### src/common/afc_pkg.sv
// Constants, field layouts and carrier types for the acquisition format register pair.
// Assumes a classic Wishbone slave with 32-bit data and a single 20 MHz clock.
package afc_pkg;

	// ********************************************************************
	// Register map
	// ********************************************************************
	localparam logic [3:0]  ADDR_FORMAT_CTRL = 4'h0;
	localparam logic [3:0]  ADDR_LANE_DIAG   = 4'h4;
	localparam logic [3:0]  ADDR_LINE_MULT   = 4'h8;

	// ********************************************************************
	// Field positions
	// ********************************************************************
	localparam int WIN_LSB  = 0;
	localparam int WIN_W    = 17;
	localparam int FMT_LSB  = 17;
	localparam int FMT_W    = 5;
	localparam int SRC_LSB  = 22;
	localparam int SRC_W    = 4;
	localparam int DEP_LSB  = 26;
	localparam int DEP_W    = 5;
	localparam int FORCE_BIT = 31;
	localparam int LANE_A_LSB = 0;
	localparam int ADDR_W   = 15;
	localparam int WP_BIT   = 15;
	localparam int LANE_B_LSB = 16;
	localparam int OWNER_BIT = 31;
	localparam int MULT_W   = 2;

	// ********************************************************************
	// Reset values and codes
	// ********************************************************************
	localparam logic [16:0] WIN_RST   = 17'h00000;
	localparam logic [3:0]  SRC_RST   = 4'h0;
	localparam logic [4:0]  DEP_RST   = 5'h00;
	localparam logic [1:0]  MULT_X1   = 2'h0;
	localparam logic [1:0]  MULT_X2   = 2'h1;
	localparam logic [3:0]  SRC_CAM      = 4'h0;
	localparam logic [3:0]  SRC_CAM_NOVAL = 4'h1;
	localparam logic [3:0]  SRC_HWEDGE   = 4'h3;
	localparam logic [3:0]  SRC_DWEDGE   = 4'h4;
	localparam logic [3:0]  SRC_K00      = 4'h5;
	localparam logic [3:0]  SRC_KFF      = 4'h6;
	localparam logic [3:0]  SRC_KAA      = 4'h7;
	localparam logic [3:0]  SRC_K55      = 4'h8;
	localparam logic [3:0]  SRC_SEQ      = 4'h9;
	localparam logic [3:0]  SRC_VWEDGE   = 4'ha;
	localparam logic [63:0] SEQ_BYTES    = 64'habcdef0123456789;
	localparam int          TAPS         = 8;

	// Packing class of the pixel depth code.
	typedef enum logic [2:0] {
		PK_MONO, PK_C32, PK_C24, PK_C10_32, PK_C12_48, PK_RSVD
	} afc_pack_type;

	// Pixel word from the camera or pattern source, one byte per tap.
	typedef struct packed {
		logic        valid;
		logic [63:0] taps;
	} afc_video_type;

	// Decoded acquisition settings.
	typedef struct packed {
		logic [17:0]  window_clocks;
		logic [4:0]   pix_bits;
		afc_pack_type pack;
		logic         bayer;
		logic         dual_cam;
		logic         fmt_valid;
	} afc_mode_type;

endpackage

### src/logic/afc_regs.sv
// Acquisition format control and lane diagnostic registers with test pattern source.
// Assumes the camera stream and the buffer write strobes are synchronous to clk_i.
//
// Decided for this implementation: the Wishbone slave port and the register offsets.
module afc_regs #(
	parameter logic [4:0] FORMAT_CODE = 5'h00 // Format of the built-in firmware image.
) (
	input  wire logic                  clk_i,     // 20 MHz system clock.
	input  wire logic                  nrst_i,    // Asynchronous reset, active low.
	input  wire logic                  wb_cyc_i,  // Wishbone cycle.
	input  wire logic                  wb_stb_i,  // Wishbone strobe.
	input  wire logic                  wb_we_i,   // Wishbone write enable.
	input  wire logic [3:0]            wb_adr_i,  // Byte address.
	input  wire logic [3:0]            wb_sel_i,  // Byte lane selects.
	input  wire logic [31:0]           wb_dat_i,  // Write data.
	output logic      [31:0]           wb_dat_o,  // Read data.
	output logic                       wb_ack_o,  // Acknowledge.
	input  wire afc_pkg::afc_video_type cam_i,    // Camera taps and valid qualifier.
	input  wire logic                  line_i,    // Line enable from the camera.
	input  wire logic                  frame_i,   // Frame start pulse.
	input  wire logic                  lane_a_we_i, // Lane A buffer write request.
	input  wire logic [14:0]           lane_a_addr_i, // Lane A buffer address.
	input  wire logic                  lane_b_we_i, // Lane B buffer write request.
	input  wire logic [14:0]           lane_b_addr_i, // Lane B buffer address.
	output afc_pkg::afc_video_type     video_o,   // Selected and masked video.
	output logic                       haw_o,     // Horizontal active window.
	output logic                       lane_a_we_o, // Gated lane A buffer write.
	output logic                       lane_b_we_o, // Gated lane B buffer write.
	output afc_pkg::afc_mode_type      mode_o,    // Decoded acquisition mode.
	output logic                       uart_own_o // Serial port owned by this grabber.
);

	// ********************************************************************
	// Register state
	// ********************************************************************
	logic [16:0] clocks_q;
	logic [3:0]  src_q;
	logic [4:0]  dep_q;
	logic        force_q;
	logic        wp_q;
	logic        own_q;
	logic [1:0]  mult_q;
	logic [14:0] last_a_q;
	logic [14:0] last_b_q;
	logic [17:0] hcnt_q;
	logic [7:0]  wedge_q;
	logic [7:0]  phase_q;
	logic        line_q;
	logic        req;
	logic        wr;
	logic [31:0] rd_d;
	logic [17:0] window;
	afc_pkg::afc_video_type vid_d;
	afc_pkg::afc_mode_type  mode_d;
	logic [4:0]  full_bits;

	assign req = wb_cyc_i & wb_stb_i & ~wb_ack_o;
	assign wr  = req & wb_we_i;

	// ********************************************************************
	// Wishbone slave
	// ********************************************************************

	// One wait state: ack rises the edge after the request and drops next.
	always_ff @(posedge clk_i or negedge nrst_i) begin
		if (!nrst_i) begin
			wb_ack_o <= 1'b0;
			wb_dat_o <= 32'h00000000;
		end else begin
			wb_ack_o <= req;
			wb_dat_o <= req ? rd_d : 32'h00000000;
		end
	end

	// Read mux; unmapped addresses read zero and still acknowledge.
	always_comb begin
		rd_d = 32'h00000000;
		if (wb_adr_i == afc_pkg::ADDR_FORMAT_CTRL) begin
			rd_d[afc_pkg::WIN_LSB +: afc_pkg::WIN_W]   = clocks_q;
			rd_d[afc_pkg::FMT_LSB +: afc_pkg::FMT_W]   = FORMAT_CODE;
			rd_d[afc_pkg::SRC_LSB +: afc_pkg::SRC_W]   = src_q;
			rd_d[afc_pkg::DEP_LSB +: afc_pkg::DEP_W]   = dep_q;
			rd_d[afc_pkg::FORCE_BIT]                   = force_q;
		end else if (wb_adr_i == afc_pkg::ADDR_LANE_DIAG) begin
			rd_d[afc_pkg::LANE_A_LSB +: afc_pkg::ADDR_W] = last_a_q;
			rd_d[afc_pkg::WP_BIT]                        = wp_q;
			rd_d[afc_pkg::LANE_B_LSB +: afc_pkg::ADDR_W] = last_b_q;
			rd_d[afc_pkg::OWNER_BIT]                     = own_q;
		end else if (wb_adr_i == afc_pkg::ADDR_LINE_MULT) begin
			rd_d[afc_pkg::MULT_W-1:0] = mult_q;
		end
	end

	// Format control writes, per byte lane; the format field is read-only.
	always_ff @(posedge clk_i or negedge nrst_i) begin
		if (!nrst_i) begin
			clocks_q <= afc_pkg::WIN_RST;
			src_q   <= afc_pkg::SRC_RST;
			dep_q   <= afc_pkg::DEP_RST;
			force_q <= 1'b0;
		end else if (wr && wb_adr_i == afc_pkg::ADDR_FORMAT_CTRL) begin
			if (wb_sel_i[0]) clocks_q[7:0] <= wb_dat_i[7:0];
			if (wb_sel_i[1]) clocks_q[15:8] <= wb_dat_i[15:8];
			if (wb_sel_i[2]) begin
				clocks_q[16] <= wb_dat_i[16];
				src_q[1:0]  <= wb_dat_i[23:22];
			end
			if (wb_sel_i[3]) begin
				src_q[3:2] <= wb_dat_i[25:24];
				dep_q      <= wb_dat_i[30:26];
				force_q    <= wb_dat_i[31];
			end
		end
	end

	// Lane diagnostic register: protect bit and serial port ownership.
	always_ff @(posedge clk_i or negedge nrst_i) begin
		if (!nrst_i) begin
			wp_q  <= 1'b0;
			own_q <= 1'b0;
		end else if (wr && wb_adr_i == afc_pkg::ADDR_LANE_DIAG) begin
			if (wb_sel_i[1]) wp_q <= wb_dat_i[afc_pkg::WP_BIT];
			if (wb_sel_i[3]) own_q <= wb_dat_i[afc_pkg::OWNER_BIT];
		end
	end

	// Line length multiplier.
	always_ff @(posedge clk_i or negedge nrst_i) begin
		if (!nrst_i) begin
			mult_q <= afc_pkg::MULT_X1;
		end else if (wr && wb_adr_i == afc_pkg::ADDR_LINE_MULT && wb_sel_i[0]) begin
			mult_q <= wb_dat_i[afc_pkg::MULT_W-1:0];
		end
	end

	// ********************************************************************
	// Buffer write gating and last address capture
	// ********************************************************************

	// Addresses are captured only for writes that really reach the buffer.
	always_ff @(posedge clk_i or negedge nrst_i) begin
		if (!nrst_i) begin
			lane_a_we_o <= 1'b0;
			lane_b_we_o <= 1'b0;
			last_a_q    <= 15'h0000;
			last_b_q    <= 15'h0000;
		end else begin
			lane_a_we_o <= lane_a_we_i & ~wp_q;
			lane_b_we_o <= lane_b_we_i & ~wp_q;
			if (lane_a_we_i && !wp_q) last_a_q <= lane_a_addr_i;
			if (lane_b_we_i && !wp_q) last_b_q <= lane_b_addr_i;
		end
	end

	// ********************************************************************
	// Horizontal active window
	// ********************************************************************

	// Reserved multiplier codes fall back to the unscaled count.
	assign window = (mult_q == afc_pkg::MULT_X2) ? {clocks_q, 1'b0} : {1'b0, clocks_q};

	// Counts clocks, not pixels, so multi-tap cameras fill it faster.
	always_ff @(posedge clk_i or negedge nrst_i) begin
		if (!nrst_i) begin
			line_q <= 1'b0;
			hcnt_q <= 18'h00000;
			haw_o  <= 1'b0;
		end else begin
			line_q <= line_i;
			if (line_i && !line_q) begin
				hcnt_q <= 18'h00000;
				haw_o  <= (window != 18'h00000);
			end else if (haw_o) begin
				hcnt_q <= hcnt_q + 18'h00001;
				if (hcnt_q + 18'h00001 >= window) haw_o <= 1'b0;
			end
		end
	end

	// ********************************************************************
	// Synthetic pattern source
	// ********************************************************************

	// Wedges: horizontal follows the clock, vertical steps per line,
	// the dynamic one also advances once per frame.
	always_ff @(posedge clk_i or negedge nrst_i) begin
		if (!nrst_i) begin
			wedge_q <= 8'h00;
			phase_q <= 8'h00;
		end else begin
			if (frame_i) phase_q <= phase_q + 8'h01;
			if (frame_i) wedge_q <= 8'h00;
			else if (line_i && !line_q) wedge_q <= wedge_q + 8'h01;
		end
	end

	// Source select; reserved codes output a blank, never-valid stream.
	always_comb begin
		vid_d = '0;
		case (src_q)
			afc_pkg::SRC_CAM: vid_d = cam_i;
			afc_pkg::SRC_CAM_NOVAL: vid_d = '{valid: line_i, taps: cam_i.taps};
			afc_pkg::SRC_HWEDGE: vid_d = '{valid: haw_o, taps: {afc_pkg::TAPS{hcnt_q[7:0]}}};
			afc_pkg::SRC_DWEDGE: vid_d = '{valid: haw_o, taps: {afc_pkg::TAPS{hcnt_q[7:0] + phase_q}}};
			afc_pkg::SRC_K00: vid_d = '{valid: haw_o, taps: {afc_pkg::TAPS{8'h00}}};
			afc_pkg::SRC_KFF: vid_d = '{valid: haw_o, taps: {afc_pkg::TAPS{8'hff}}};
			afc_pkg::SRC_KAA: vid_d = '{valid: haw_o, taps: {afc_pkg::TAPS{8'haa}}};
			afc_pkg::SRC_K55: vid_d = '{valid: haw_o, taps: {afc_pkg::TAPS{8'h55}}};
			afc_pkg::SRC_SEQ: vid_d = '{valid: haw_o, taps: afc_pkg::SEQ_BYTES};
			afc_pkg::SRC_VWEDGE: vid_d = '{valid: haw_o, taps: {afc_pkg::TAPS{wedge_q}}};
			default: vid_d = '0;
		endcase
	end

	// Force mode keeps each pixel's 8 low bits; for wider depths the taps
	// carry consecutive bytes, so only even bytes of each pixel survive.
	always_ff @(posedge clk_i or negedge nrst_i) begin
		if (!nrst_i) begin
			video_o <= '0;
		end else begin
			video_o.valid <= vid_d.valid;
			video_o.taps  <= vid_d.taps;
			if (force_q && full_bits > 5'd8) begin
				for (int i = 1; i < afc_pkg::TAPS; i += 2) video_o.taps[i*8 +: 8] <= 8'h00;
			end
		end
	end

	// ********************************************************************
	// Mode decode
	// ********************************************************************
	always_comb begin
		mode_d = '0;
		mode_d.window_clocks = window;
		mode_d.pack = afc_pkg::PK_MONO;
		case (dep_q)
			5'd0: mode_d.pix_bits = 5'd8;
			5'd1: mode_d.pix_bits = 5'd10;
			5'd2: mode_d.pix_bits = 5'd12;
			5'd3: mode_d.pix_bits = 5'd14;
			5'd4: mode_d.pix_bits = 5'd16;
			5'd9: mode_d.pix_bits = 5'd31;
			5'd10: mode_d.pix_bits = 5'd31;
			5'd5, 5'd11: begin
				mode_d.pix_bits = 5'd8;
				mode_d.pack = afc_pkg::PK_C32;
			end
			5'd6, 5'd12: begin
				mode_d.pix_bits = 5'd8;
				mode_d.pack = afc_pkg::PK_C24;
			end
			5'd7, 5'd13: begin
				mode_d.pix_bits = 5'd10;
				mode_d.pack = afc_pkg::PK_C10_32;
			end
			5'd8, 5'd14: begin
				mode_d.pix_bits = 5'd12;
				mode_d.pack = afc_pkg::PK_C12_48;
			end
			default: mode_d.pack = afc_pkg::PK_RSVD;
		endcase
		// The unforced depth is kept apart, since force hides it in pix_bits.
		full_bits = mode_d.pix_bits;
		if (force_q) mode_d.pix_bits = 5'd8;
		mode_d.bayer = (FORMAT_CODE == 5'd14) || (FORMAT_CODE == 5'd15) ||
			(FORMAT_CODE == 5'd16) || (FORMAT_CODE == 5'd21);
		mode_d.dual_cam = (FORMAT_CODE >= 5'd8) && (FORMAT_CODE <= 5'd12);
		mode_d.fmt_valid = (FORMAT_CODE <= 5'd24);
	end

	// Registered mode and ownership outputs.
	always_ff @(posedge clk_i or negedge nrst_i) begin
		if (!nrst_i) begin
			mode_o     <= '0;
			uart_own_o <= 1'b0;
		end else begin
			mode_o     <= mode_d;
			uart_own_o <= own_q;
		end
	end

endmodule

### config.mk
export PLATFORM = sky130hd
export DESIGN_NAME = afc_regs
export DESIGN_NICKNAME = d
export VERILOG_FILES = /design/src/common/afc_pkg.sv /design/src/logic/afc_regs.sv
export SDC_FILE = /design/constraint.sdc
export NUM_CORES = 1
export LEC_CHECK = 0
export BUFFER_PORTS_ARGS = -buffer_cell sky130_fd_sc_hd__buf_2
export CORE_ASPECT_RATIO = 2
export CORE_MARGIN = 8
export CORE_UTILIZATION = 40
export CTS_CLUSTER_SIZE = 24
export DETAILED_ROUTE_END_ITERATION = 8
export HOLD_SLACK_MARGIN = 0.1
export PLACE_DENSITY = 0.69
export SLEW_MARGIN = 10
export SYNTH_ARGS = -nofsm -noshare
export SYNTH_HDL_FRONTEND = slang
export SYNTH_SLANG_ARGS = --single-unit
### constraint.sdc
create_clock -name clk_i -period 6.4 [get_ports clk_i]
set_input_delay 1.28 -clock clk_i [delete_from_list [all_inputs] [get_ports clk_i]]
set_output_delay 1.28 -clock clk_i [all_outputs]
set_load 0.05 [all_outputs]
* Yosys cells after proc, flatten, opt, wreduce, memory -nomap -nowiden
Cells that the tools add are included.
** Operators by class
- Add/sub/neg operators :: 4
- Multiply operators :: 0
- Div/mod/pow operators :: 0
- Order comparisons :: 2
- Equal/unequal tests :: 26
- Shift operators :: 0
- Multiplexer cells :: 21
- Bitwise operators :: 7
- Reduce and logical (&&, ||, !) cells :: 31
** Operators with widths (count)
- $pmux 65 s10 :: 1
- $mux 32 :: 2
- $mux 18 :: 3
- $mux 8 :: 6
- $eq 5x4->1 const B :: 7
- $mux 30 :: 1
- $pmux 5 s6 :: 1
- $eq 4x3->1 const B :: 5
- $eq 5x3->1 const B :: 4
- $add 18x1->18 const B :: 1
- $ge 18x18->1 :: 1
- $reduce_bool 18->1 :: 1
- $add 8x1->8 const B :: 2
- $eq 4x4->1 const B :: 4
- $pmux 3 s5 :: 1
- $reduce_and 2->1 :: 6
- $eq 5x2->1 const B :: 2
- $reduce_or 2->1 :: 5
- $add 8x8->8 :: 1
- $logic_and 1x1->1 :: 8
- $logic_not 4->1 :: 2
- $reduce_or 7->1 :: 1
- $reduce_or 3->1 :: 2
- $and 1x1->1 :: 5
- other kinds (13) :: 19
** Word-level totals
- Register bits after elaboration :: 225
- Bits in latches :: 0
- Memory bits (writable) :: 0
- Memory bits (read-only) :: 0
- Input port bits :: 144
- Output and inout bits :: 131
- Logic and storage cells :: 119
- Memories kept :: 0

* Longest topological paths before layout
- Depth in word-level cells :: 6
- Gate-level depth with buffers :: 12
- Depth with buffers taken out :: 11

* Worst setup path before layout
Ideal clock, no wire load.
- Kind :: reg-to-reg
- Start point :: register hcnt_q[1]
- End point :: register haw_o
- Library setup time :: 0.083 ns
- Arrival :: 2.519 ns
- Data required time :: 6.317 ns
- Setup slack :: 3.798 ns
- Stages on the path, launching flop included :: 13
- Buffers on the path :: 1
- Period minus slack after synthesis :: 2.602 ns
- Cell sequence :: dfrtp_1 -> ha_1 -> and4_1 -> clkbuf_2 -> nor4b_4 -> and3_1 -> nand3_1 -> xnor2_1 -> ha_1 -> nor2b_1 -> o21ai_0 -> o211ai_1 -> o21ai_0
** Between the ends
- Cells in the longest elaborated chain, start to end :: 5
** Ends and longest elaborated chain
- start: declaration :: RTL line afc_regs.sv:45 : logic [17:0] hcnt_q;
- start signal: assignment :: RTL line afc_regs.sv:174 : hcnt_q <= hcnt_q + 18'h00001;
- $add 18x1->18 :: RTL line afc_regs.sv:175 : if (hcnt_q + 18'h00001 >= window) haw_o <= 1'b0;
- $ge 18x18->1 :: RTL line afc_regs.sv:175
- $mux 1 :: RTL line afc_regs.sv:175
- $mux 1 :: RTL line afc_regs.sv:173 : end else if (haw_o) begin
- $mux 1 :: RTL line afc_regs.sv:170 : if (line_i && !line_q) begin
- end signal: assignment :: RTL line afc_regs.sv:172 : haw_o <= (window != 18'h00000);
- end: declaration :: RTL line afc_regs.sv:26 : output logic haw_o,
Every way passes these cells.
A chain may end at the register's enable or synchronous reset.

* Worst setup path in the final report
- Start point :: input port wb_cyc_i
- End point :: register clocks_q[16]
** Between the ends
- Cells in the longest elaborated chain, start to end :: 5
** Ends and longest elaborated chain
- start: declaration :: RTL line afc_regs.sv:10 : input wire logic wb_cyc_i,
- $and 1x1->1 (2 in series) :: RTL line afc_regs.sv:57 : assign req = wb_cyc_i & wb_stb_i & ~wb_ack_o;
- via req :: RTL line afc_regs.sv:49 : logic req;
- $and 1x1->1 :: RTL line afc_regs.sv:58 : assign wr = req & wb_we_i;
- $logic_and 1x1->1 :: RTL line afc_regs.sv:101 : end else if (wr && wb_adr_i == afc_pkg::ADDR_FORMAT_CTRL) begin
- $reduce_and 2->1 (no source line)
- end signal: assignment :: RTL line afc_regs.sv:97 : clocks_q <= afc_pkg::WIN_RST;
- end signal: assignment :: RTL line afc_regs.sv:105 : clocks_q[16] <= wb_dat_i[16];
- end: declaration :: RTL line afc_regs.sv:36 : logic [16:0] clocks_q;
The timed path passes the listed nets, and every way through them passes these cells.

==> results_dict.tcl <==
set metrics [dict create \
    die_height_um 240 \
    finalSetupTns_ns 0 \
    period_share 0.477 \
    ys_top_cells_by_count "dfrtp_1, nand2_1, nor2_1" \
    hold_viol 0 \
    seq_area_frac_synth 0.561 \
    ir_drop_mv 0.153 \
    insertion_delay_ns 0.51 \
    ant_nets 0 \
    drive_gt1_frac 0.331 \
    gr-usage-all-layers 0.178 \
    hold_path.startpoint "own_q" \
    grt_pass1_vias 7912 \
    synth_top_area_share 0.561 \
    slew_headroom 0.198 \
    routed_wl_um 27800 \
    period_needed_ns 3.06 \
    critPathRequiredTime_ns 6.79 \
    critPathMaxFanout 27 \
    start_kind "input pin" \
    leakage_uw 0.00638 \
    p_comb_frac 0.253 \
    timing.rr.end "haw_o" \
    clock-root-buffer "clkbuf_16" \
    power_switching_uw 1420 \
    clkSinkCount 225 \
    row_count 82 \
    switching_share 0.352 \
    gp_congestion 0.860 \
    slew_violations 0 \
    drc 0 \
    post_drt_wl_per_cell_um 18.5 \
    cts.path.max_buffers 3 \
    reg2regPathDepth 11 \
    max-cap-violations 0 \
    syn_inst 903 \
    ys_warn_count 0 \
    cts_buffers 21 \
    path_class "input pin to flip-flop" \
    vias 7796 \
    holdPathEnd "uart_own_o" \
    rrSetupSlack_ns 3.44 \
    die_x_um 128 \
    ys_ff_latch 225 \
    max_freq_mhz 327 \
    htreeDepth 1 \
    worstMarginPinSlew_ns 1.20 \
    place_hpwl_um 20400 \
    nNetsFinal 1323 \
    setup-violations-final 0 \
    cts_setup_buffers 0 \
    finalNonFillerCells 1500 \
    overflow 0 \
    powerDensity_nw_per_um2 326 \
    io_buffers 267 \
    cp_common_cell "nand2_1" \
    p_int_uw 2620 \
    clkPwrFrac 0.319 \
    avgSynthCellArea_um2 11.1 \
    fin_worst_skew_ns 0.0197 \
    async_flop_share 1.00 \
    core_region_area_um2 24800 \
    critical_path_arrival_ns 3.44 \
    clk_pin_slew_ns 0.07 \
    end_kind "flip-flop" \
    worstHoldPathCells 0 \
    syn_area_um2 10000 \
    synthDistinctLibCells 65 \
    post_cts_resized 0 \
    seq_power_share 0.428 \
    reg2reg_from "hcnt_q[0]" \
    cts_tree "done" \
    path_cells "buf_2, nand2_1, or2_1, inv_2, and3_1, nand2_1, mux2_2" \
    critPathMaxStageDelay_ns 0.81 \
    dr.pass1.iters 5 \
    grt_max_degree 112 \
    drt_iter0_drc 675 \
    cp_slowest_cell "or2_1" \
    yosysTopAreaCell "dfrtp_1" \
    synth_most_common_cell "dfrtp_1" \
    outcome "finished clean" \
    grt_pass1_wl_um 43400 \
    syn_to_final_growth_pct 23.4 \
    io_pins 275 \
    avgViaCountPerCell 5.20 \
    hold_buffers 0 \
    yosys-top-cells-area "dfrtp_1, mux2_2, nand2_1, ha_1, xor2_1" \
    synth-edff-count 0 \
    start_util 0.404 \
    die_area_um2 30700 \
    worst_hold_path_type "flip-flop to flip-flop" \
    synthFlopType "dfrtp_1" \
    rsz0062_at_grt "no" \
    dp.cells 1463 \
    antenna_found_initial 1 \
]
layout make-up:
type	instances	area [µm²]
diodes	1	2.50
fillers	2291	12500
multi-input cells	598	4100
repair buffers	277	1420
flip-flops and latches	225	5630
clock inverters	9	130
inverters	27	101
clock buffers	27	568
well taps	336	420
logic make-up (layout without fill, tap and decap cells):
family | after synthesis | count (layout) | share of synthesized area
fa+ha+maj | 29 | 29 | 0.0369
other cells | 2 | 4 | 0.000749
buf+inv | 81 | 340 | 0.0332
simple gates | 294 | 294 | 0.141
flops | 225 | 225 | 0.561
xor+xnor | 53 | 53 | 0.0463
compound gates | 136 | 136 | 0.0897
mux | 83 | 83 | 0.0911
critical path: cells and delay by family:
family,cells,cell delay [ns]
muxes,1,0.37
and+or+nand+nor,4,1.44
buffers and inverters,2,0.33
registers in the layout, indices dropped and copies added, names as in the netlist, 5 cells and up:
register,count
video_o,65
last_b_q,15
last_a_q,15
clocks_q,17
dep_q,5
wb_dat_o,32
wedge_q,8
phase_q,8
hcnt_q,18
mode_o,27
worst max-delay path by stage:
stage / cells after the start / to / slack [ns] / start
after floorplan: 12 / haw_o / 3.80 / hcnt_q[1]
after global placement: 7 / clocks_q[16] / 2.86 / wb_cyc_i
after detailed placement: 7 / src_q[1] / 2.83 / wb_cyc_i
after CTS: 1 / haw_o / 3.32 / haw_o
after global routing: 7 / clocks_q[16] / 3.14 / wb_cyc_i
final: 7 / clocks_q[16] / 3.34 / wb_cyc_i
power groups by stage:
stage	clock network (µW)	logic, µW	registers (µW)
final	1290	1020	1730
after floorplan	0	403	2050
after global placement	0	1010	1750
after detailed placement	0	1030	1750
after CTS	1330	1030	1730
after global routing	1380	1100	1750
placed cells by master, fill, tap and decap left out, types with 4 or more instances in the layout:
cell	synthesis	final
nor3_1	10	9
xor2_1	29	29
clkbuf_1	24	4
a211oi_1	5	5
nand2_1	111	111
and3_1	11	11
nand4_1	20	20
or3_1	4	4
o21ai_0	13	13
a21oi_1	38	38
a22oi_1	27	27
a21o_1	10	10
nor2b_1	14	12
mux2i_1	17	17
inv_1	25	25
buf_4	2	10
dfrtp_1	225	225
clkbuf_16	0	21
buf_2	15	266
mux2_2	63	63
xnor2_1	24	24
ha_1	28	28
nand3_1	26	26
nor4_1	4	4
a31oi_1	17	17
nand2b_1	7	7
nor2_1	67	67
metrics by stage:
stage | power [µW] | utilization | hold WS [ns] | worst slack, ns | area, µm²
final | 4040 | 0.498 | 0.489 | 3.34 | 12400
after global routing | 4230 | 0.498 | 0.467 | 3.14 | 12400
after CTS | 4090 | 0.498 | 0.463 | 3.32 | 12400
after detailed placement | 2780 | 0.470 | 0.447 | 2.83 | 11700
after global placement | 2750 | 0.470 | 0.443 | 2.86 | 11700
after floorplan | 2450 | - | 0.369 | 3.80 | 10000
layer usage:
layer | vias up | GRT usage | part of all wire
met3 | 39 | 0.0382 | 0.072
met4 | 0 | 0.0685 | 0.029
li1 | 3613 | - | -
met1 | 3874 | 0.217 | 0.40
met5 | - | 0 | 0
met2 | 270 | 0.301 | 0.50
Power figures use the tool's default switching activity.
